### src/sec_arb_pkg.sv
package sec_arb_pkg;

    ////////////////////////////////////////////////////////////////////////////
    // register offsets on the configuration port
    localparam logic [7:0] ADDR_ARB_CTRL   = 8'hDC;
    localparam logic [7:0] ADDR_REQ_BLOCK  = 8'hDD;
    localparam logic [7:0] ADDR_TO_FLAGS   = 8'hDE;

    ////////////////////////////////////////////////////////////////////////////
    // field positions
    localparam int PARK_BIT         = 7;
    localparam int BRIDGE_TIER_BIT  = 6;
    localparam int TIMEOUT_EN_BIT   = 7;
    localparam int AUTO_BLOCK_BIT   = 6;
    localparam int NUM_REQ          = 6;
    localparam int NUM_OWNERS       = 7;

    ////////////////////////////////////////////////////////////////////////////
    // reset values
    localparam logic [7:0] ARB_CTRL_RST    = 8'h7F;
    localparam logic [7:0] REQ_BLOCK_RST   = 8'h00;
    localparam logic [5:0] TO_FLAGS_RST    = 6'h00;
    localparam logic [7:0] READ_IDLE_VAL   = 8'h00;

    ////////////////////////////////////////////////////////////////////////////
    // owners: 0..5 are external request inputs, 6 is the bridge itself
    localparam logic [2:0] BRIDGE_ID       = 3'h6;

    ////////////////////////////////////////////////////////////////////////////
    // timing: time-out given directly in bus clocks
    localparam int TIMEOUT_CLKS            = 16;
    localparam int TIMEOUT_CYCLES          = TIMEOUT_CLKS;
    localparam logic [4:0] TIMEOUT_LAST    = 5'(TIMEOUT_CYCLES - 1);

endpackage

### src/timeout_timer.sv
module timeout_timer
(
    // clock and reset
    input  wire logic   sys_clk,
    input  wire logic   rst,
    input  wire logic   ce,
    // control
    input  wire logic   run,
    input  wire logic   restart,
    // event
    output logic        expired
);
    import sec_arb_pkg::*;

    typedef struct packed {
        logic [4:0] cnt_r;
    } timer_state_t;

    timer_state_t st_r;
    timer_state_t st_nxt;

    // expiry is a same-cycle strobe so the caller still sees the owner it belongs to
    assign expired = ce && run && !restart && (st_r.cnt_r == TIMEOUT_LAST);

    always_comb
    begin
        st_nxt = st_r;
        if (restart || !run)
            st_nxt.cnt_r = 5'h00;
        else if (st_r.cnt_r == TIMEOUT_LAST)
            st_nxt.cnt_r = 5'h00;
        else
            st_nxt.cnt_r = st_r.cnt_r + 5'h01;
    end

    always_ff @(posedge sys_clk)
    begin
        if (rst)
            st_r <= '0;
        else if (ce)
            st_r <= st_nxt;
    end

endmodule // timeout_timer

### src/sec_bus_arbiter.sv
// Summary of operation
// with time-out enabled, count 16 bus clocks of idle bus per grant; disabled by default
// no FRAME when the count runs out means the granted master timed out
// with auto blocking on, a timed-out request input is no longer honoured
// a set block bit makes the arbiter ignore that request input
// a time-out sets the status bit at the request input's position
// status bits stay set until software writes one; zero leaves them
// software clears auto blocking before writing one to clear a status bit
// the top two status bits always read zero
// every control and status bit returns to reset value on any reset
// two rotating tiers; the high tier wins over the low tier
// each grant line and the bridge has a tier bit, high after reset
// with no requests, park on last master, or on the bridge if parking set; here a blocked last master also parks the bus on the bridge
// time-out count restarts per grant and stops once FRAME is seen
module sec_bus_arbiter
(
    // clock, enable and resets
    input  wire logic        sys_clk,
    input  wire logic        rst,
    input  wire logic        ce,
    input  wire logic        fund_reset_in,
    input  wire logic        global_reset_in,
    input  wire logic        por_reset_in,
    // secondary bus pins
    input  wire logic [5:0]  req_n,
    input  wire logic        frame_n,
    input  wire logic        irdy_n,
    output logic      [5:0]  gnt_n,
    // bridge as a master
    input  wire logic        bridge_req,
    output logic             bridge_gnt,
    // configuration register port
    input  wire logic [7:0]  cfg_addr,
    input  wire logic        cfg_wr,
    input  wire logic [7:0]  cfg_wdata,
    input  wire logic        cfg_rd,
    output logic      [7:0]  cfg_rdata
);
    import sec_arb_pkg::*;

    typedef struct packed {
        logic [5:0] req_s1_r;
        logic [5:0] req_s2_r;
        logic       frame_s1_r;
        logic       frame_s2_r;
        logic       irdy_s1_r;
        logic       irdy_s2_r;
        logic [7:0] ctrl_r;
        logic [7:0] block_r;
        logic [5:0] flags_r;
        logic [2:0] owner_r;
        logic [2:0] last_r;
        logic [5:0] gnt_n_r;
        logic       bridge_gnt_r;
        logic [7:0] rdata_r;
    } arb_state_t;

    arb_state_t st_r;
    arb_state_t st_nxt;

    logic       any_rst;
    logic       bus_idle;
    logic [5:0] blk_eff;
    logic [6:0] req_all;
    logic [6:0] tier_hi;
    logic [3:0] pick_hi;
    logic [3:0] pick_lo;
    logic [2:0] park_id;
    logic [2:0] owner_nxt;
    logic       tmo_run;
    logic       tmo_restart;
    logic       tmo_hit;
    logic [5:0] owner_onehot;
    logic [5:0] flag_set;
    logic [5:0] flag_clr;

    // round robin among the set bits, starting just after the previous user
    function automatic logic [3:0] rr_pick(input logic [6:0] reqs, input logic [2:0] last);
        logic [3:0] res;
        int         idx;
        res = 4'h0;
        for (int i = NUM_OWNERS; i >= 1; i--)
        begin
            idx = (int'(last) + i) % NUM_OWNERS;
            if (reqs[idx])
                res = {1'b1, 3'(idx)};
        end
        return res;
    endfunction

    ////////////////////////////////////////////////////////////////////////////
    // arbitration

    assign any_rst  = rst || fund_reset_in || global_reset_in || por_reset_in;
    assign bus_idle = st_r.frame_s2_r && st_r.irdy_s2_r;

    assign blk_eff = st_r.block_r[5:0]
                   | (st_r.block_r[AUTO_BLOCK_BIT] ? st_r.flags_r : 6'h00);
    assign req_all = {bridge_req, ~st_r.req_s2_r & ~blk_eff};
    assign tier_hi = {st_r.ctrl_r[BRIDGE_TIER_BIT], st_r.ctrl_r[5:0]};
    assign pick_hi = rr_pick(req_all & tier_hi, st_r.last_r);
    assign pick_lo = rr_pick(req_all & ~tier_hi, st_r.last_r);

    // a blocked last master is not parked on; the bus goes to the bridge instead
    assign park_id = (st_r.ctrl_r[PARK_BIT] || (st_r.last_r != BRIDGE_ID && blk_eff[st_r.last_r]))
                   ? BRIDGE_ID : st_r.last_r;

    always_comb
    begin
        owner_nxt = st_r.owner_r;
        if (bus_idle)
        begin
            if (pick_hi[3])
                owner_nxt = pick_hi[2:0];
            else if (pick_lo[3])
                owner_nxt = pick_lo[2:0];
            else
                owner_nxt = park_id;
        end
    end

    ////////////////////////////////////////////////////////////////////////////
    // time-out watchdog

    assign tmo_run = st_r.block_r[TIMEOUT_EN_BIT] && bus_idle
                   && (st_r.owner_r != BRIDGE_ID) && req_all[st_r.owner_r];
    assign tmo_restart = (owner_nxt != st_r.owner_r);

    timeout_timer u_timer
    (
        .sys_clk (sys_clk),
        .rst     (any_rst),
        .ce      (ce),
        .run     (tmo_run),
        .restart (tmo_restart),
        .expired (tmo_hit)
    );

    always_comb
    begin
        owner_onehot = 6'h00;
        if (st_r.owner_r != BRIDGE_ID)
            owner_onehot[st_r.owner_r] = 1'b1;
    end

    assign flag_set = tmo_hit ? owner_onehot : 6'h00;
    // clears are held off while auto blocking is on, so a blocked master stays out
    assign flag_clr = (cfg_wr && cfg_addr == ADDR_TO_FLAGS && !st_r.block_r[AUTO_BLOCK_BIT])
                    ? cfg_wdata[5:0] : 6'h00;

    ////////////////////////////////////////////////////////////////////////////
    // next state

    always_comb
    begin
        st_nxt            = st_r;
        st_nxt.req_s1_r   = req_n;
        st_nxt.req_s2_r   = st_r.req_s1_r;
        st_nxt.frame_s1_r = frame_n;
        st_nxt.frame_s2_r = st_r.frame_s1_r;
        st_nxt.irdy_s1_r  = irdy_n;
        st_nxt.irdy_s2_r  = st_r.irdy_s1_r;

        if (cfg_wr && cfg_addr == ADDR_ARB_CTRL)
            st_nxt.ctrl_r = cfg_wdata;
        if (cfg_wr && cfg_addr == ADDR_REQ_BLOCK)
            st_nxt.block_r = cfg_wdata;
        st_nxt.flags_r = (st_r.flags_r & ~flag_clr) | flag_set;

        // a master that starts a frame becomes the rotation reference
        if (!st_r.frame_s2_r)
            st_nxt.last_r = st_r.owner_r;
        st_nxt.owner_r = owner_nxt;
        for (int i = 0; i < NUM_REQ; i++)
            st_nxt.gnt_n_r[i] = (owner_nxt != 3'(i));
        st_nxt.bridge_gnt_r = (owner_nxt == BRIDGE_ID);

        if (cfg_rd)
        begin
            case (cfg_addr)
                ADDR_ARB_CTRL:  st_nxt.rdata_r = st_r.ctrl_r;
                ADDR_REQ_BLOCK: st_nxt.rdata_r = st_r.block_r;
                ADDR_TO_FLAGS:  st_nxt.rdata_r = {2'b00, st_r.flags_r};
                default:        st_nxt.rdata_r = READ_IDLE_VAL;
            endcase
        end
    end

    always_ff @(posedge sys_clk)
    begin
        if (any_rst)
        begin
            st_r              <= '0;
            st_r.req_s1_r     <= 6'h3F;
            st_r.req_s2_r     <= 6'h3F;
            st_r.frame_s1_r   <= 1'b1;
            st_r.frame_s2_r   <= 1'b1;
            st_r.irdy_s1_r    <= 1'b1;
            st_r.irdy_s2_r    <= 1'b1;
            st_r.ctrl_r       <= ARB_CTRL_RST;
            st_r.block_r      <= REQ_BLOCK_RST;
            st_r.flags_r      <= TO_FLAGS_RST;
            st_r.owner_r      <= BRIDGE_ID;
            st_r.last_r       <= BRIDGE_ID;
            st_r.gnt_n_r      <= 6'h3F;
            st_r.bridge_gnt_r <= 1'b1;
        end
        else if (ce)
            st_r <= st_nxt;
    end

    assign gnt_n      = st_r.gnt_n_r;
    assign bridge_gnt = st_r.bridge_gnt_r;
    assign cfg_rdata  = st_r.rdata_r;

    ////////////////////////////////////////////////////////////////////////////
    // checks

    logic [4:0] run_len;
    logic [5:0] fell_bits;
    logic [5:0] flags_q;

    // flag copy is cleared by reset so a reset clear never looks like a software clear
    always_ff @(posedge sys_clk)
    begin
        flags_q <= any_rst ? TO_FLAGS_RST : st_r.flags_r;
        if (any_rst)
            run_len <= 5'h00;
        else if (ce)
            run_len <= (!tmo_run || tmo_restart || tmo_hit) ? 5'h00 : run_len + 5'h01;
    end

    assign fell_bits = flags_q & ~st_r.flags_r;
endmodule // sec_bus_arbiter

### config.mk
export PLATFORM = sky130hd
export DESIGN_NAME = sec_bus_arbiter
export DESIGN_NICKNAME = d
export VERILOG_FILES = /design/src/sec_arb_pkg.sv /design/src/timeout_timer.sv /design/src/sec_bus_arbiter.sv
export SDC_FILE = /design/constraint.sdc
export NUM_CORES = 1
export LEC_CHECK = 0
export ABC_AREA = 1
export BUFFER_PORTS_ARGS = -buffer_cell sky130_fd_sc_hd__buf_4
export CORE_MARGIN = 1.5
export CORE_UTILIZATION = 60
export DETAILED_ROUTE_END_ITERATION = 10
export GPL_TIMING_DRIVEN = 1
export PLACE_DENSITY = 0.8
export SLEW_MARGIN = 20
export SYNTH_ARGS = -nofsm -noshare
export SYNTH_HDL_FRONTEND = slang
export SYNTH_SLANG_ARGS = --single-unit
### constraint.sdc
create_clock -name sys_clk -period 4.93 [get_ports sys_clk]
set_clock_uncertainty 0.05 [all_clocks]
set_input_delay 0.2465 -clock sys_clk [delete_from_list [all_inputs] [get_ports sys_clk]]
set_output_delay 0.2465 -clock sys_clk [all_outputs]
set_load 0.01 [all_outputs]
[After elaboration in Yosys (flattened, before gate mapping)]
Index checks and enable logic that the tools add are counted.
Operators by class
  add/sub/neg operators: 8
  bitwise logic cells: 11
  divide/modulo/power cells: 7
  equal/unequal tests: 13
  muxes and demuxes: 73
  $lt $le $gt $ge: 10
  reduce and logical (&&, ||, !) cells: 26
Operator list (count)
  $lt 32x5->1 const B: 7
  $mod 32x4->32 const B: 7
  $mux 4: 14
  $bmux 1 s3: 16
  $mux 1: 31
  $eq 8x8->1 const B: 3
  $mux 6: 4
  $pmux 8 s3: 1
  $not 6->6: 3
  $add 3x3->4 const B: 4
  $and 7x7->7: 2
  $logic_and 1x1->1: 13
  $and 6x6->6: 2
  $mux 3: 4
  $ne 3x3->1 const B: 4
  $or 6x6->6: 2
  $mux 5: 2
  $add 3x2->4 const B: 2
  $lt 3x4->1 const B: 2
  $reduce_and 2->1: 4
  $not 7->7: 1
  $ne 3x2->1 const B: 2
  $add 5x1->5 const B: 1
  $eq 5x4->1 const B: 1
  10 further kinds: 16
Storage, ports and cells
  register bits after elaboration: 64
  logic and storage cells: 163
  output and inout port bits: 15

[Longest topological paths before layout]
Gate-level depths: netlist of the first run.
  depth in word-level cells: 24
  gate-level depth with buffers: 38
  gate-level depth less buffers: 35

[Modules after synthesis]
A second synthesis of the first run with hierarchy kept.
Second synthesis, totals
  cells, all modules: 955
  area, all modules: 5621.6 µm²
Modules (own cells, without submodules)
  sec_bus_arbiter: sequential area each 1181.1 µm², cells each 921, times used 1, area an instance 5358.9 µm²
  timeout_timer: sequential area each 100.1 µm², cells each 34, times used 1, area an instance 262.8 µm²

[Least setup slack after synthesis of the first run]
No wires, ideal clock.
  path kind: reg-to-reg
  start point: register st_r[16] in the netlist's numbering
  end point: register st_r[22] in the netlist's numbering
  period minus slack after synthesis: 4243 ps
  data arrival time: 4123 ps
  library setup time: 70 ps
  required time: 4810 ps
  stages on the path, launching flop included: 31
  buffers on the path: 2
  slack: 687 ps
  cells stage by stage: dfxtp_1 clkinv_1 ha_1 inv_2 buf_2 ha_1 ha_1 nor3_1 nand3_1 o21ai_1 nand2_1 nand2_2 nand2_4 nand2_1 nand3_1 nand3_1 nand2_1 nor3_2 nand2_1 nor2_2 nand2_1 nand2_1 inv_1 nand2_1 nand2_1 nand3_1 nand3_1 nor2_2 buf_4 nand4_1 a21oi_1
On the way
  cells in the longest elaborated chain, start to end: 21
RTL lines
  from (decl): line sec_bus_arbiter.sv:58  | arb_state_t st_r;
  from (signal assigned): line sec_bus_arbiter.sv:209  | st_r <= st_nxt;
  $add 3x3->4: line sec_bus_arbiter.sv:84  | idx = (int'(last) + i) % NUM_OWNERS;
  $mod 32x4->32: line sec_bus_arbiter.sv:84
  $bmux 1 s3: line sec_bus_arbiter.sv:85  | if (reqs[idx])
  $mux 1 (not written as such) (2 in a row): line sec_bus_arbiter.sv:85
  $mux 4 (7 in a row): line sec_bus_arbiter.sv:85
  $mux 3: line sec_bus_arbiter.sv:115  | else if (pick_lo[3])
  $mux 3 *: line sec_bus_arbiter.sv:113  | if (pick_hi[3])
  $mux 3 *: line sec_bus_arbiter.sv:111  | if (bus_idle)
  $ne 3x3->1 *: line sec_bus_arbiter.sv:127  | assign tmo_restart = (owner_nxt != st_r.owner_r);
  $logic_not 1->1 *: line timeout_timer.sv:23  | assign expired = ce && run && !restart && (st_r.cnt_r == TIMEOUT_LAST);
  $logic_and 1x1->1 * (2 in a row): line timeout_timer.sv:23
  $mux 6 *: line sec_bus_arbiter.sv:146  | assign flag_set = tmo_hit ? owner_onehot : 6'h00;
  $or 6x6->6 *: line sec_bus_arbiter.sv:168  | st_nxt.flags_r = (st_r.flags_r & ~flag_clr) | flag_set;
Mark *: on every way between the ends. The rest lies on a longest branch, timed or not. The select of a mux whose other input is x is not followed.
A chain may end at the register's enable or synchronous reset.

[Worst setup path in the final report of the first run]
  start point: register st_r[16] in the netlist's numbering
  end point: register st_r[23] in the netlist's numbering
The elaborated chain is that of the path after synthesis.

==> results.sh, run 1 <==
export IMPL_status="finished clean"
export IMPL_drtIter0Drc=578
export IMPL_cp_depth=28
export IMPL_core_area_sq_um=9110
export IMPL_cts_root_buf="clkbuf_8"
export IMPL_synth_distinct_cells=48
export IMPL_fillers=833
export IMPL_synth_edf_count=0
export IMPL_cts_buffers=9
export IMPL_r2r_slack_ns=0.18
export IMPL_ant_nets=0
export IMPL_antennaDiodeCount=0
export IMPL_grt_use_total_pct=36.7
export IMPL_max_slew_margin_rel_pct=40.4
export IMPL_critPathMaxStageDelay_ns=0.45
export IMPL_power_mw=1.15
export IMPL_clk_pin_slew_ns=0.08
export IMPL_period_share_pct=96.4
export IMPL_yosysMostFrequentCell="nand2_1"
export IMPL_worstPathBufferInverterCount=4
export IMPL_critPathMaxFanout=12
export IMPL_synth_fp_nets=989
export IMPL_finalMaxSlewViolations=0
export IMPL_ys_ff_latch=64
export IMPL_worst_pin_slew_ns=0.893
export IMPL_synthTopCellsByArea="dfxtp_1 23%, nand2_1 20%, nand3_1 11%, inv_1 6.7%, a21oi_1 5.7%"
export IMPL_ys_seq_area_share_pct=23.0
export IMPL_grt_pass1_vias=6105
export IMPL_setup_worst_path_class="reg -> reg"
export IMPL_place_area_sq_um=5870
export IMPL_insertion_delay_ns=0.35
export IMPL_cp_startpoint="st_r[16]$_SDFFE_PP1P_"
export IMPL_die_h_um=99.5
export IMPL_syn_avg_cell_area_sq_um=5.98
export IMPL_crit_path_top_delay_cell="dfxtp_2"
export IMPL_grt_antenna_before_repair=0
export IMPL_cpMostUsedCell="nand2_1"
export IMPL_arrival_ns=4.96
export IMPL_fin_crit_ns=4.75
export IMPL_synthArstFlopShare_pct=0
export IMPL_yosys_warnings=0
export IMPL_cts_tree="yes"
export IMPL_p_per_area_nw_per_um2=188
export IMPL_drv_cap=0
export IMPL_vias_per_cell=6.04
export IMPL_cpLargestDelayFamily="simple AND/OR/NAND/NOR gates"
export IMPL_drc=0
export IMPL_routed_wl_mm=18.2
export IMPL_fp_row_count=35
export IMPL_drt_pre_antenna_iters=8
export IMPL_dieArea_sq_um=9890
export IMPL_die_w_um=99.5
export IMPL_endpoint_kind="flop"
export IMPL_hold_viol_final=0
export IMPL_via_count=6492
export IMPL_final_util_pct=67.2
export IMPL_postCtsHoldBufs=0
export IMPL_netlist_instances=933
export IMPL_cts_htree_levels=3
export IMPL_clockBufferDepth=2
export IMPL_initial_core_util_pct=61.3
export IMPL_min_path_cells=3
export IMPL_ir_drop_mv=0.334
export IMPL_place_hpwl_mm=13.6
export IMPL_grt_ovfl_total=0
export IMPL_fin_area_sq_um=6120
export IMPL_cts_sinks=64
export IMPL_finalSetupViolations=0
export IMPL_post_drt_wl_per_cell_um=17.0
export IMPL_netlist_area_sq_um=5580
export IMPL_p_leak_nw=3.13
export IMPL_synth_common_cells="296 x nand2_1, 126 x nand3_1, 100 x inv_1"
export IMPL_hold_class="in -> reg"
export IMPL_io_buffers=47
export IMPL_grt_max_degree=50
export IMPL_cp_start_kind="flop"
export IMPL_r2r_cells=28
export IMPL_area_growth_pct=9.73
export IMPL_fmax_ghz=0.210
export IMPL_hp_start="irdy_n"
export IMPL_drive_above_1_share_pct=13.5
export IMPL_r2r_start="st_r[16]$_SDFFE_PP1P_"
export IMPL_grt_pass1_wl_mm=29.1
export IMPL_synth_top_area_share_pct=23.0
export IMPL_io_pins=48
export IMPL_synth_area_leader_cell="dfxtp_1"
export IMPL_cp_data_required_time_ns=5.14
export IMPL_synth_ff_type="dfxtp_1"
export IMPL_layout_nets=1015
export IMPL_place_congestion=1.09
-- flip-flops by register name, indices dropped and copies added, names as in the netlist --
register,cells
st_nxt,8
cfg_rdata,8
bridge_gnt,1
u_timer.st_r,5
st_r,36
gnt_n,6
-- through the flow --
| step | cells | worst slack (ns) | TNS (ns) | hold WS [ns] |
|---|---|---|---|---|
| after floorplan | 933 | 0.687 | 0 | 0.323 |
| after global placement | 1058 | 0.456 | 0 | 0.380 |
| after detailed placement | 1058 | 0.141 | 0 | 0.394 |
| after CTS | 1074 | 0.0844 | 0 | 0.0494 |
| after global routing | 1075 | -0.00401 | -0.00556 | 0.0575 |
| final | 1075 | 0.178 | 0 | 0.0537 |
-- final cells by class --
cell class / count / area, sq um / share of cell area [%]
repair buffers: 54 / 405 / 6.62
well taps: 111 / 139 / 2.27
clock buffers: 10 / 138 / 2.25
clock inverters: 6 / 91.3 / 1.49
flip-flops and latches: 64 / 1280 / 21.0
multi-input cells: 715 / 3630 / 59.3
inverters: 115 / 432 / 7.05
-- layout by cell type, fill, tap and decap left out, drive strengths merged, types with 5 or more instances in the layout --
cell type / count
clkbuf: 10
dfxtp: 64
o21ai: 66
nor3: 6
nand4: 11
o211ai: 15
nand2: 314
xor2: 6
buf: 54
a21oi: 65
nand3: 136
nor2: 45
inv: 111
o221ai: 5
ha: 23
clkinv: 8
-- repair_timing --
action                                  in CTS  in global routing
resized for setup                            0                  9
endpoints found under the setup margin       0                 19
setup buffers                                0                  0
-- report_power, final --
part | switching (mW) | internal, mW
combinational | 0.0682 | 0.0390
clock | 0.221 | 0.301
sequential | 0.00205 | 0.519
-- path summary, 6_finish.rpt --
path / end
min reg2reg: u_timer.st_r[4]$_SDFFE_PP0P_
min: st_nxt[43]$_SDFFE_PP1P_
max: st_r[23]$_SDFFE_PP0P_
max reg2reg: st_r[23]$_SDFFE_PP0P_
-- cells by family (layout without fill, tap and decap cells) --
logic type | after synthesis | after routing | synth area share [%]
AND/OR/NAND/NOR | 518 | 519 | 41.5
AO/OA/AOI/OAI | 166 | 166 | 16.8
buffers and inverters | 155 | 185 | 12.5
flip-flops | 64 | 64 | 23.0
adder cells (fa/ha/maj) | 23 | 23 | 5.16
XOR/XNOR | 7 | 7 | 1.10
-- worst register-to-register path: cells and delay by family (launching register included) --
kind	cells	cell delay (ns)
AND/OR/NAND/NOR	19	2.49
flip-flops	1	0.45
adder cells (fa/ha/maj)	3	0.91
buffers and inverters	4	0.44
AO/OA/AOI/OAI	2	0.30
-- routing by layer --
| metal | share of wire [%] | GRT usage [%] | vias up |
|---|---|---|---|
| met5 | 0 | 0 | - |
| met4 | 5.4 | 20.6 | 0 |
| met3 | 7.6 | 4.71 | 80 |
| met2 | 47 | 62.8 | 318 |
| met1 | 40 | 44.5 | 2972 |
| li1 | - | - | 3122 |
Power figures use the tool's default switching activity.
==> inputs of run 2 (changes only) <==
--- a/config.mk
+++ b/config.mk
@@ -5,13 +5,13 @@
 export SDC_FILE = /design/constraint.sdc
 export NUM_CORES = 1
 export LEC_CHECK = 0
-export ABC_AREA = 1
+export ABC_AREA = 0
 export BUFFER_PORTS_ARGS = -buffer_cell sky130_fd_sc_hd__buf_4
 export CORE_MARGIN = 1.5
 export CORE_UTILIZATION = 60
 export DETAILED_ROUTE_END_ITERATION = 10
 export GPL_TIMING_DRIVEN = 1
-export PLACE_DENSITY = 0.8
+export PLACE_DENSITY = 0.79
 export SLEW_MARGIN = 20
 export SYNTH_ARGS = -nofsm -noshare
 export SYNTH_HDL_FRONTEND = slang
==> results.sh, run 2 <==
export IMPL_grt_use_total_pct=44.7
export IMPL_post_drt_wl_per_cell_um=25.4
export IMPL_arrival_ns=4.98
export IMPL_hold_class="in -> reg"
export IMPL_ys_ff_latch=64
export IMPL_layout_nets=974
export IMPL_place_hpwl_mm=18.4
export IMPL_status="finished clean"
export IMPL_area_growth_pct=19.7
export IMPL_drt_pre_antenna_iters=6
export IMPL_synth_ff_type="dfxtp_1"
export IMPL_setup_worst_path_class="reg -> reg"
export IMPL_clk_pin_slew_ns=0.05
export IMPL_critPathMaxFanout=11
export IMPL_cts_buffers=9
export IMPL_cts_root_buf="clkbuf_16"
export IMPL_final_common_cell="buf_4"
export IMPL_syn_avg_cell_area_sq_um=7.88
export IMPL_antennaDiodeCount=0
export IMPL_grt_max_degree=63
export IMPL_cts_sinks=64
export IMPL_final_cells=1063
export IMPL_worst_pin_slew_ns=0.998
export IMPL_synth_distinct_cells=103
export IMPL_synthArstFlopShare_pct=0
export IMPL_synth_common_cells="97 x nand2_1, 78 x nor2_1, 64 x dfxtp_1"
export IMPL_yosys_warnings=0
export IMPL_synth_top_area_share_pct=18.9
export IMPL_yosysMostFrequentCell="nand2_1"
export IMPL_drv_cap=0
export IMPL_vias_per_cell=7.48
export IMPL_clockBufferDepth=2
export IMPL_postCtsHoldBufs=0
export IMPL_synth_edf_count=0
export IMPL_cts_htree_levels=3
export IMPL_grt_ovfl_total=0
export IMPL_p_leak_nw=3.02
export IMPL_grt_pass1_vias=7436
export IMPL_drive_above_1_share_pct=24.8
export IMPL_dp_cells=1032
export IMPL_ant_nets=0
export IMPL_dieArea_sq_um=11900
export IMPL_power_mw=1.17
export IMPL_cts_tree="yes"
export IMPL_fp_row_count=38
export IMPL_netlist_area_sq_um=6770
export IMPL_finalSetupViolations=0
export IMPL_largest_reg_flops=36
export IMPL_ir_drop_mv=0.326
export IMPL_drc=0
export IMPL_initial_core_util_pct=61.9
export IMPL_hold_viol_final=0
export IMPL_synth_area_leader_cell="dfxtp_1"
export IMPL_grt_antenna_before_repair=0
export IMPL_die_h_um=109
export IMPL_routed_wl_mm=27.0
export IMPL_core_area_sq_um=10900
export IMPL_netlist_instances=859
export IMPL_synth_fp_nets=915
export IMPL_synthTopCellsByArea="dfxtp_1 19%, mux2i_1 7.8%, nand2_1 5.4%, nor2_1 4.3%, ha_1 4.3%"
export IMPL_fmax_ghz=0.209
export IMPL_insertion_delay_ns=0.33
export IMPL_final_cell_mix="107 x buf_4, 95 x nand2_1, 75 x nor2_1"
export IMPL_cp_start_kind="flop"
export IMPL_endpoint_kind="flop"
export IMPL_die_w_um=109
export IMPL_ys_seq_area_share_pct=18.9
export IMPL_period_share_pct=97.2
export IMPL_place_congestion=1.07
export IMPL_grt_pass1_wl_mm=40.6
export IMPL_fin_crit_ns=4.79
export IMPL_p_per_area_nw_per_um2=145
export IMPL_drtIter0Drc=1226
export IMPL_io_buffers=47
export IMPL_max_slew_margin_rel_pct=33.4
export IMPL_regMostFlops="st_r"
export IMPL_cp_data_required_time_ns=5.12
export IMPL_via_count=7955
export IMPL_io_pins=48
export IMPL_finalMaxSlewViolations=0
==> run 2: cell types whose count changed after synthesis, sizes merged, moves of 17 or more <==
cell / before / now
nand3: 136 / 22
inv: 110 / 21
and2: 0 / 17
a21oi: 65 / 42
nor2: 44 / 79
mux2i: 0 / 54
nor3: 6 / 23
a211oi: 1 / 28
nand2: 314 / 97
==> run 2: metal layers <==
metal	GRT usage, %	up-vias	wire length, um	part of all wire (%)
met3	9.15	163	2710	10
met2	73.3	625	12600	46
met5	0	-	0	0
li1	-	3426	-	-
met1	52.8	3741	9850	36
met4	29.1	0	1930	7.1
==> run 2: power by group <==
part,switching [mW],leakage (nW),internal (mW)
clock network,0.226,0.126,0.337
registers,0.00186,0.517,0.519
logic,0.0494,2.37,0.0399
==> run 2: worst paths after layout <==
path | slack (ns) | cells past startpoint | from | endpoint
max reg2reg | 0.14 | 20 | st_r[17]$_SDFFE_PP1P_ | u_timer.st_r[2]$_SDFFE_PP0P_
min reg2reg | 0.43 | 2 | gnt_n[0]$_SDFFE_PP1P_ | gnt_n[0]$_SDFFE_PP1P_
min | 0.1 | 3 | cfg_wdata[6] | st_r[41]$_SDFFE_PP1P_
max | 0.14 | 20 | st_r[17]$_SDFFE_PP1P_ | u_timer.st_r[2]$_SDFFE_PP0P_
==> run 2: cells by family (layout without fill, tap and decap cells) <==
logic type	after synthesis	after routing	share of synthesized area (%)
compound gates	297	297	33.3
xor+xnor	16	16	3.01
fa+ha+maj	23	23	4.25
buf+inv	83	147	6.14
flops	64	64	18.9
mux	63	63	10.7
simple gates	313	313	23.6
==> run 2: critical path, cell delays in order (launching register included) <==
cell and delay (ns):
dfxtp_2 0.35, inv_2 0.19, ha_4 0.22, a21bo_1 0.25, ha_4 0.24, nor3b_2 0.24
a32oi_2 0.16, a21o_2 0.30, buf_4 0.18, a211oi_1 0.20, o32ai_1 0.14, a32oi_2 0.30
buf_4 0.17, nor3_1 0.05, o31a_1 0.26, o221a_1 0.23, o32a_4 0.42, xnor2_4 0.29
buf_4 0.18, nand4b_1 0.11, a31oi_1 0.15
==> run 2: stage by stage <==
stage / area (sq um) / hold WS, ns / setup slack [ns] / TNS, ns / util (%)
5_1_grt: 8100 / 0.112 / -0.0198 / -0.0198 / 74.1
2_1_floorplan: 7020 / 0.322 / -0.172 / -1.91 / -
6_report: 8100 / 0.0974 / 0.140 / 0 / 74.1
3_3_place_gp: 7520 / 0.391 / -0.0186 / -0.0363 / 68.8
3_5_place_dp: 7520 / 0.396 / -0.184 / -1.17 / 68.8
4_1_cts: 7820 / 0.0800 / 0.00391 / 0 / 71.5
==> run 2: layout make-up <==
| type | count | area (sq um) |
|---|---|---|
| tap | 140 | 175 |
| multi-input combinational | 712 | 5440 |
| inverter | 21 | 83.8 |
| clock buffer | 12 | 236 |
| timing repair buffer | 110 | 855 |
| clock inverter | 4 | 22.5 |
| sequential | 64 | 1290 |
| fill | 775 | 2840 |
==> run 2: timing repair <==
item | CTS | global route
setup buffers | 1 | 14
resized for setup | 8 | 33
setup endpoints to repair | 11 | 21
pin swaps | 1 | 17
